--- src/shared/bssc_params.svh ---
// Constants for the burst SRAM synchronous control block
// What this block does
// - Sample address, write data, strobes, select, byte writes and step on each rising edge.
// - Latch the sixteen-bit word address when the controller strobe is low, or the processor strobe is low with chip select low.
// - Load the two low address bits into the burst counter on a controller strobe or a chip-selected processor strobe.
// - Both strobes low with chip select low means a processor-strobe cycle; controller strobe is disregarded.
// - Processor strobe has no effect at all while chip select is high.
// - Upper byte write low writes upper data byte and upper parity bit.
// - Lower byte write low writes lower data byte and lower parity bit.
// - Processor strobe with chip select low suppresses both byte writes that cycle.
// - With chip select high, processor strobe does not suppress byte writes.
// - Burst step low advances the two-bit wraparound burst counter by one.
// - Burst stepping order is chosen at build time: linear or interleaved.
// - Burst step is ignored when a strobe is low with chip select low.
// - With chip select high, processor strobe does not block burst step.
// - Chip select high with controller strobe low deselects; no access.
// - Chip select low with a strobe low captures address and starts access.
// - Interleaved burst address is start value XOR step count.
// - Linear burst address is start value plus step count, modulo four.
// - A half's data and parity lines float when its byte write is sampled low.
// - Controller-strobe write completes in one cycle with same-edge address and data.
`ifndef BSSC_PARAMS_SVH
`define BSSC_PARAMS_SVH
`define BSSC_ADDR_W 16
`define BSSC_DATA_W 16
`define BSSC_PAR_W 2
`define BSSC_BURST_W 2
`define BSSC_ADDR_RST 16'h0000
`define BSSC_BURST_RST 2'h0
`endif

--- src/shared/bssc_pkg.sv ---
// Types shared by the burst SRAM synchronous control block
package bssc_pkg;
  typedef enum logic {BSSC_ORDER_INTERLEAVED, BSSC_ORDER_LINEAR} bssc_order_t;
endpackage

--- src/hw/bssc_ctrl.sv ---
// Synchronous control logic of a burst cache SRAM: address, burst counter, writes, drive
`timescale 1ns/1ns
`include "bssc_params.svh"
module bssc_ctrl import bssc_pkg::*; #(
  parameter bssc_order_t BURST_ORDER = BSSC_ORDER_INTERLEAVED
) (
  input wire logic i_sys_clk, // System clock, 100 MHz
  input wire logic i_reset, // Async reset, active high
  input wire logic [`BSSC_ADDR_W-1:0] i_word_address, // Word address
  input wire logic [`BSSC_DATA_W-1:0] i_data_lines, // Data lines, incoming level
  input wire logic [`BSSC_PAR_W-1:0] i_parity_lines, // Parity lines, incoming level
  input wire logic i_processor_address_strobe_n, // Processor address strobe
  input wire logic i_controller_address_strobe_n, // Controller address strobe
  input wire logic i_chip_select_n, // Chip select
  input wire logic i_upper_byte_write_n, // Upper byte write
  input wire logic i_lower_byte_write_n, // Lower byte write
  input wire logic i_burst_step_n, // Burst advance
  input wire logic i_output_drive_n, // Output drive, asynchronous
  input wire logic [`BSSC_DATA_W+`BSSC_PAR_W-1:0] i_array_rdata, // Array read word
  output logic [`BSSC_ADDR_W-1:0] o_array_addr, // Array word address
  output logic [`BSSC_DATA_W+`BSSC_PAR_W-1:0] o_array_wdata, // Array write word
  output logic o_array_we_upper, // Write upper half this cycle
  output logic o_array_we_lower, // Write lower half this cycle
  output logic [`BSSC_DATA_W-1:0] o_data_lines, // Data lines, driven level
  output logic [`BSSC_PAR_W-1:0] o_parity_lines, // Parity lines, driven level
  output logic o_lines_oe_upper, // Drive upper data and parity lines
  output logic o_lines_oe_lower // Drive lower data and parity lines
);
  // Pins are synchronous to i_sys_clk; only the output drive pin and i_reset are asynchronous
  logic drive_n_meta_reg;
  logic drive_n_sync_reg;
  always_ff @(posedge i_sys_clk or posedge i_reset) begin
    if (i_reset) begin
      drive_n_meta_reg <= 1'b1;
      drive_n_sync_reg <= 1'b1;
    end else begin
      drive_n_meta_reg <= i_output_drive_n;
      drive_n_sync_reg <= drive_n_meta_reg;
    end
  end

  // Decode of the pins as sampled at this edge
  logic proc_strobe;
  logic ctrl_strobe;
  logic addr_load;
  logic new_access;
  logic deselect;
  logic step;
  logic wr_upper;
  logic wr_lower;
  assign proc_strobe = !i_processor_address_strobe_n && !i_chip_select_n;
  assign ctrl_strobe = !i_controller_address_strobe_n && !proc_strobe;
  assign addr_load = proc_strobe || ctrl_strobe;
  assign new_access = addr_load && !i_chip_select_n;
  assign deselect = i_chip_select_n && !i_controller_address_strobe_n;
  // Loading wins over stepping; with select high a processor strobe never blocks it
  assign step = !i_burst_step_n && !new_access;
  // Processor-strobe cycle leaves the first clock to tag compare, so no write then
  assign wr_upper = !i_upper_byte_write_n && !proc_strobe && !deselect;
  assign wr_lower = !i_lower_byte_write_n && !proc_strobe && !deselect;

  // Address register and burst counter
  logic [`BSSC_ADDR_W-1:0] addr_reg;
  logic [`BSSC_BURST_W-1:0] start_reg;
  logic [`BSSC_BURST_W-1:0] count_reg;
  logic [`BSSC_ADDR_W-1:0] addr_next;
  logic [`BSSC_BURST_W-1:0] start_next;
  logic [`BSSC_BURST_W-1:0] count_next;
  logic [`BSSC_BURST_W-1:0] burst_next;

  always_comb begin
    addr_next = addr_reg;
    start_next = start_reg;
    count_next = count_reg;
    if (addr_load) begin
      addr_next = i_word_address;
      start_next = i_word_address[`BSSC_BURST_W-1:0];
      count_next = `BSSC_BURST_RST;
    end else if (step) begin
      count_next = count_reg + 2'h1;
    end
    if (BURST_ORDER == BSSC_ORDER_LINEAR) begin
      burst_next = start_next + count_next;
    end else begin
      burst_next = start_next ^ count_next;
    end
  end

  always_ff @(posedge i_sys_clk or posedge i_reset) begin
    if (i_reset) begin
      addr_reg <= `BSSC_ADDR_RST;
      start_reg <= `BSSC_BURST_RST;
      count_reg <= `BSSC_BURST_RST;
    end else begin
      addr_reg <= addr_next;
      start_reg <= start_next;
      count_reg <= count_next;
    end
  end

  // Array side: address, data and strobes of the access begun at this edge
  always_ff @(posedge i_sys_clk or posedge i_reset) begin
    if (i_reset) begin
      o_array_addr <= `BSSC_ADDR_RST;
      o_array_wdata <= '0;
      o_array_we_upper <= 1'b0;
      o_array_we_lower <= 1'b0;
    end else begin
      o_array_addr <= {addr_next[`BSSC_ADDR_W-1:`BSSC_BURST_W], burst_next};
      o_array_wdata <= {i_parity_lines, i_data_lines};
      o_array_we_upper <= wr_upper;
      o_array_we_lower <= wr_lower;
    end
  end

  // Read drive: selected by a chip-selected strobe, dropped on deselect
  logic selected_reg;
  always_ff @(posedge i_sys_clk or posedge i_reset) begin
    if (i_reset) begin
      selected_reg <= 1'b0;
    end else if (new_access) begin
      selected_reg <= 1'b1;
    end else if (deselect) begin
      selected_reg <= 1'b0;
    end
  end

  // Enables come from the edge's own sample so a written half never fights the writer
  always_ff @(posedge i_sys_clk or posedge i_reset) begin
    if (i_reset) begin
      o_lines_oe_upper <= 1'b0;
      o_lines_oe_lower <= 1'b0;
      o_data_lines <= '0;
      o_parity_lines <= '0;
    end else begin
      o_lines_oe_upper <= !drive_n_sync_reg && selected_reg && !new_access && !deselect
                          && i_upper_byte_write_n;
      o_lines_oe_lower <= !drive_n_sync_reg && selected_reg && !new_access && !deselect
                          && i_lower_byte_write_n;
      o_data_lines <= i_array_rdata[`BSSC_DATA_W-1:0];
      o_parity_lines <= i_array_rdata[`BSSC_DATA_W+`BSSC_PAR_W-1:`BSSC_DATA_W];
    end
  end
endmodule // bssc_ctrl

--- config.mk ---
export PLATFORM = sky130hd
export DESIGN_NAME = bssc_ctrl
export DESIGN_NICKNAME = d
export VERILOG_FILES = /design/src/shared/bssc_pkg.sv /design/src/hw/bssc_ctrl.sv
export VERILOG_INCLUDE_DIRS = /design/src /design/src/shared
export SDC_FILE = /design/constraint.sdc
export NUM_CORES = 1
export LEC_CHECK = 0
export BUFFER_PORTS_ARGS = -buffer_cell sky130_fd_sc_hd__buf_2
export CORE_MARGIN = 10
export CORE_UTILIZATION = 38
export CTS_BUF_LIST = sky130_fd_sc_hd__clkbuf_16
export CTS_CLUSTER_DIAMETER = 50
export DETAILED_ROUTE_END_ITERATION = 16
export PLACE_DENSITY = 0.79
export SYNTH_ARGS = -nofsm -noshare
export SYNTH_HDL_FRONTEND = slang
export SYNTH_SLANG_ARGS = --single-unit
--- constraint.sdc ---
create_clock -name i_sys_clk -period 2.3 [get_ports i_sys_clk]
set_clock_uncertainty 0.2 [all_clocks]
set_input_delay 0.46 -clock i_sys_clk [delete_from_list [all_inputs] [get_ports i_sys_clk]]
set_output_delay 0.46 -clock i_sys_clk [all_outputs]
set_load 0.005 [all_outputs]
==> key figures, run 1 <==
Outcome
  • Run status: complete, no violations

Clock tree
  • Num CTS Buffers: 9
  • CTS tree: yes
  • Root buffer cell: clkbuf_16
  • Sinks on Clock Net: 63
  • Clk_lat worst skew: 0.32 ns
  • Resize count post-CTS: 0
  • H-tree depth: 3
  • Clock transition at path regs: 0.05 ns
  • Longest Clk Path Bufs: 2

Yosys
  • Avg Cell Area, Syn: 14.42 sq um
  • Largest family of logic cells by synthesized area: simple AND/OR/NAND/NOR gates
  • Async SR Flop Fraction: 1.000
  • Multiplexer share of the synthesized area: 0.005141
  • Simple-Gate Fraction of Synth Area: 0.1138
  • Area leader, netlist: dfrtp_1
  • Synth Flop Type: dfrtp_1
  • Cell variety after synth: 21
  • Synth top area share: 0.7841
  • Post-synthesis adder-cell area fraction: 0
  • Ys Warns: 0
  • XOR/XNOR share of the synthesized area: 0.02249
  • Seq/Total Area, Yosys: 0.8111
  • Post-synthesis compound-gate area fraction: 0.02121
  • Post-synthesis cell count: 135
  • Number of synthesized register bits: 63
  • EDFF count, synth: 0
  • Mapped Nets: 196
  • Top cells by area, synth: dfrtp_1 78%, nand2_1 8.7%, dfstp_2 2.7%, xnor2_1 1.8%, and4b_1 1.0%
  • Synth Cell Area: 1947 sq um

Critical path
  • Critical Path Start Type: primary input
  • Critical Path Fanout Max: 40
  • Ordered cell list for the critical path: dlygate4sd3_1 > buf_2 > inv_2 > buf_12
  • Delay-heaviest family, CP: buffers and inverters
  • Worst Path Required: 2.53 ns
  • Crit path buffers/inverters: 4
  • Largest stage delay on the critical path: 0.54 ns
  • Critical path class: in -> async
  • Crit end category: async pin
  • Slowest CP cell: dlygate4sd3_1
  • Arrival time at the worst endpoint: 1.80 ns

Layout
  • Area Growth Syn to Fin: 50.32%
  • Biggest register: o_array_wdata
  • Nets: 322
  • Fill count: 412
  • Largest register FFs: 18
  • Finished Cell Area: 2927 sq um
  • Ant diodes: 0
  • Fraction of final layout cells sized beyond drive strength 1: 0.5226
  • Largest registers: o_array_wdata: 18 flops, o_data_lines: 16 flops, o_array_addr: 15 flops
  • Util after Layout: 0.6036

STA
  • Crit share post-route: 0.6822
  • Fin. Hold Viols: 0
  • Final setup fails: 0
  • Max-Slew Margin vs Limit: 0.5721
  • Min cycle time layout: 1.569 ns
  • RSZ-0062 raised after global routing: false
  • Peak Freq: 0.6373 GHz
  • Slew Viols, Final: 0
  • Worst Tran Pin Value: 0.6418 ns
  • Hold_ws: 0.04130 ns
  • Setup TNS: 0 ns

Placed design
  • Dpl cell area: 2595 sq um
  • PortBufs: 116
  • GPL Wtd Cong: 0.6901
  • Detail Placement HPWL: 4035 um

Job
  • Max-cap viol count: 0

Global route
  • Gr usage total: 0.1205
  • Largest net degree at the start of global routing: 41
  • Initial antenna violation count: 0
  • Vias in the first global route: 1635
  • Total gr overflow: 0
  • First-pass GRT wire length: 7886 um

Drt
  • Vias: 1395
  • Initial drt markers: 38
  • First-pass DRT Iterations: 4
  • Vias per cell: 4.189
  • Drc violations: 0
  • Final ANT Viol Nets: 0
  • Final wirelength: 5016 um
  • WL/cell: 15.06 um

Floorplanning
  • Die width: 91.58 um
  • CORE AREA: 4848 sq um
  • Die area: 8386 sq um
  • # rows: 25
  • Initial Util: 0.4015
  • Die Height: 91.58 um
  • # IOs: 117

Power and ir drop
  • Worst VDD drop: 660.8 uV
  • PwrDens: 970.1 nW/um^2
  • P_leak: 1.583 nW

Worst hold path
  • Hold Path Class: in -> reg
## cell families (layout without fill, tap and decap cells)
logic type,Yosys count,count (layout)
compound gates,6,6
simple gates,54,54
flops,63,63
buf+inv,6,137
mux,1,1
xor+xnor,5,5
## placed cells by master (no fill, tap or decap), types with 2 or more instances in the layout
cell,synthesis,routed
nor2_1,5,5
xnor2_1,4,4
and4b_1,2,2
dfstp_2,2,2
clkbuf_16,0,9
bufinv_16,0,2
clkinvlp_4,0,2
buf_2,1,116
nand2_1,45,45
dfrtp_1,61,61
## worst paths after layout
check	from	to	slack, ns	cells past startpoint
setup / recovery	i_reset	drive_n_sync_reg$_DFF_PP1_	0.73	4
hold / removal	i_output_drive_n	drive_n_meta_reg$_DFF_PP1_	0.04	1
setup reg to reg	count_reg[0]$_DFF_PP0_	o_array_addr[1]$_DFF_PP0_	1.09	3
hold reg to reg	drive_n_meta_reg$_DFF_PP1_	drive_n_sync_reg$_DFF_PP1_	0.16	0
max in group i_sys_clk	o_array_addr[10]$_DFFE_PP0P_	o_array_addr[10]	0.81	1
min in group asynchronous	i_reset	o_array_wdata[16]$_DFF_PP0_	0.53	3
## Yosys cell counts, types with 2 or more instances
cell type / number
dfrtp_1: 61
nand2_1: 45
nor2_1: 5
xnor2_1: 4
and4b_1: 2
dfstp_2: 2
inv_1: 2
## timing repair
action / 4_1_cts / 5_1_grt
endpoints found under the hold margin: 23 / 0
setup buffers: 0 / 0
setup endpoints to repair: 0 / 0
hold buffers: 1 / 0
## per-stage QoR
step	setup slack, ns	power [mW]	std cells
after floorplan	0.07356	1.319	135
after global placement	0.6440	1.449	316
after detailed placement	0.6003	1.460	316
after CTS	0.6907	2.877	333
after global routing	0.6369	2.969	333
final	0.7310	2.839	333
## metal layers
metal	track usage	share of wire	routed length (um)
met4	0.04700	0.0090	45
met2	0.2062	0.51	2583
met1	0.1212	0.37	1852
met3	0.06337	0.11	535
met5	0	0	0
## report_power, final
part	internal [mW]	switching [mW]	total, mW
Sequential	1.18	0.0265	1.21
Clock	0.948	0.457	1.40
Combinational	0.111	0.113	0.224
Total	2.24	0.597	2.84
## cell type report
type,instances,area (sq um),share of cell area
flip-flops and latches,63,1579,0.5395
repair buffers,119,618.1,0.2112
well taps,67,83.83,0.02864
inverters,2,7.507,0.002565
clock inverters,7,96.34,0.03292
clock buffers,9,225.2,0.07696
multi-input cells,66,316.6,0.1082
Note: power is estimated with default switching activity, not from simulation.
==> inputs of run 2 (changes only) <==
--- a/config.mk
+++ b/config.mk
@@ -8,11 +8,11 @@
 export LEC_CHECK = 0
 export BUFFER_PORTS_ARGS = -buffer_cell sky130_fd_sc_hd__buf_2
 export CORE_MARGIN = 10
-export CORE_UTILIZATION = 38
+export CORE_UTILIZATION = 42
 export CTS_BUF_LIST = sky130_fd_sc_hd__clkbuf_16
 export CTS_CLUSTER_DIAMETER = 50
 export DETAILED_ROUTE_END_ITERATION = 16
-export PLACE_DENSITY = 0.79
+export PLACE_DENSITY = 0.82
 export SYNTH_ARGS = -nofsm -noshare
 export SYNTH_HDL_FRONTEND = slang
 export SYNTH_SLANG_ARGS = --single-unit
==> constraint.sdc (replaced) <==
create_clock -name i_sys_clk -period 1.45 [get_ports i_sys_clk]
set_clock_uncertainty 0.2 [all_clocks]
set_input_delay 0.29 -clock i_sys_clk [delete_from_list [all_inputs] [get_ports i_sys_clk]]
set_output_delay 0.29 -clock i_sys_clk [all_outputs]
set_load 0.005 [all_outputs]
==> run 2 against run 1 <==
Clock power rose by 42%. Final area rose by 18%. Sequential cell count did not move. Routed wire length rose by 58%. Non-clock buffer count rose by 58. First-iteration DRC count rose by 100%. Combinational power rose by 130%. Core utilization rose by 18 points. Critical path type is now reg -> out. Largest cell class unchanged. Highest routed layer unchanged.
==> key figures, run 2 (synthesized netlist as in run 1, its figures left out) <==
Floorplanning
  • Die Height: 88.09 um
  • CORE AREA: 4414 sq um
  • # IOs: 117
  • Die width: 88.09 um
  • # rows: 24
  • Die area: 7759 sq um
  • Initial Util: 0.4410

Worst hold path
  • Hold endpoint: o_array_addr[0]$_DFF_PP0_
  • Min-delay src: i_word_address[0]
  • Hold Path Class: in -> reg
  • Hold Path Stages: 3

Critical path
  • Crit path buffers/inverters: 1
  • Largest stage delay on the critical path: 0.39 ns
  • Critical Path Start Type: register
  • Critical path class: reg -> out
  • Reg2Reg Depth: 3
  • Arrival time at the worst endpoint: 0.86 ns
  • Flop2flop setup slack: 0.22 ns
  • Critical Path Fanout Max: 2
  • Delay-heaviest family, CP: flip-flops
  • Ordered cell list for the critical path: buf_2
  • Reg2Reg Capture Point: o_array_addr[1]$_DFF_PP0_
  • Crit end category: output port
  • RR Startpoint: count_reg[0]$_DFF_PP0_
  • Worst Path Required: 0.96 ns
  • Slowest CP cell: dfrtp_1

Global route
  • Total gr overflow: 0
  • Met1 usage: 0.1631
  • Met2 Use GR: 0.4213
  • GR peak layer: met2
  • Vias in the first global route: 2085
  • Largest net degree at the start of global routing: 29
  • Gr usage total: 0.2132
  • Met3 usage: 0.09656
  • Initial antenna violation count: 3
  • First-pass GRT wire length: 11800 um

Drt
  • Drc violations: 0
  • Vias per cell: 4.620
  • Initial drt markers: 77
  • Final ANT Viol Nets: 0
  • First-pass DRT Iterations: 4
  • Final wirelength: 7936 um
  • WL/cell: 20.94 um
  • Vias: 1751

Layout
  • Register area: 1579 sq um
  • Largest registers: o_array_wdata: 18 flops, o_data_lines: 16 flops, o_array_addr: 15 flops
  • Largest register FFs: 18
  • Most frequent cells in the layout: 116 x buf_2, 61 x dfrtp_1, 55 x dlygate4sd3_1, 45 x nand2_1, 9 x clkbuf_16
  • Biggest register: o_array_wdata
  • Nets: 380
  • Util after Layout: 0.7817
  • Fill count: 245
  • Commonest non-fill, non-tap cell in the layout: buf_2
  • Fraction of final layout cells sized beyond drive strength 1: 0.4321
  • Final cell count without fillers: 379
  • Multi-input gate area: 316.6 sq um
  • Area Growth Syn to Fin: 77.25%

Clock tree
  • Sinks on Clock Net: 63
  • Num CTS Buffers: 9
  • Longest Clk Path Bufs: 2
  • CTS tree: yes
  • Clock transition at path regs: 0.05 ns
  • H-tree depth: 3
  • Clk_lat worst skew: 0.32 ns
  • Root buffer cell: clkbuf_16

Power and ir drop
  • PwrDens: 1289 nW/um^2
  • Worst VDD drop: 1195 uV
  • P_leak: 1.820 nW

STA
  • Hold_ws: 0.04579 ns
  • Max-Slew Margin vs Limit: 0.5256
  • Slew Viols, Final: 0
  • RSZ-0062 raised after global routing: false
  • Peak Freq: 0.7419 GHz
  • Crit share post-route: 0.9296
  • Final setup fails: 0
  • Min cycle time layout: 1.348 ns
  • Fin. Hold Viols: 0
  • Worst Tran Pin Value: 0.7116 ns

Placed design
  • PortBufs: 116
  • Placed cell count: 305
  • GPL Wtd Cong: 0.7639
  • Detail Placement HPWL: 4319 um

Job
  • Max-cap viol count: 0

Outcome
  • Run status: complete, no violations
[run 2: cell type report]
cell class,count,area share
antenna,3,0.002175
clock buffer,9,0.06526
sequential,63,0.4576
multi-input combinational,66,0.09173
inverter,2,0.003263
clock inverter,7,0.01668
tap,52,0.01885
timing repair buffer,177,0.3445
[run 2: how the worst max path moves through the flow]
stage	endpoint	depth (start not counted)	startpoint	slack, ns
after floorplan	o_array_addr[1]$_DFF_PP0_	3	count_reg[0]$_DFF_PP0_	0.27
after global placement	o_lines_oe_lower$_DFF_PP0_	3	i_chip_select_n	-0.03
after detailed placement	o_lines_oe_upper$_DFF_PP0_	3	i_chip_select_n	-0.07
after CTS	o_array_addr[12]	1	o_array_addr[12]$_DFFE_PP0P_	0.11
after global routing	o_array_addr[14]	1	o_array_addr[14]$_DFFE_PP0P_	0.07
final	o_array_addr[12]	1	o_array_addr[12]$_DFFE_PP0P_	0.10
[run 2: routing by layer]
layer  vias up  wire length (um)
li1        793                 -
met5         -                 0
met3        27               575
met4         0               357
met1       841              2314
met2        90              4689
[run 2: what timing repair did]
| action | in CTS | in global routing |
|---|---|---|
| hold buffers | 55 | 0 |
| endpoints found under the hold margin | 66 | 0 |
| gates resized for setup | 0 | 0 |
| buffers inserted | 0 | 0 |
[run 2: worst min-delay path, delay by kind of cell]
kind | cells | cell delay (ns)
compound gates | 1 | 0.09
buf+inv | 1 | 0.08
simple gates | 1 | 0.05
[run 2: where the power goes]
group | internal [mW] | switching, mW | total (mW) | leakage (nW)
Combinational | 0.280 | 0.242 | 0.522 | 0.925
Clock | 1.30 | 0.694 | 1.99 | 0.147
Sequential | 1.88 | 0.0550 | 1.93 | 0.749
[run 2: through the flow]
step	TNS, ns	power [mW]	instance area (sq um)	setup slack (ns)
CTS	0	4.431	3443	0.1088
global placement	-0.06175	2.311	2610	-0.03160
detailed placement	-0.1176	2.328	2610	-0.06530
finish	0	4.448	3451	0.1021
global route	0	4.610	3451	0.06659
floorplan	0	2.094	1951	0.2720
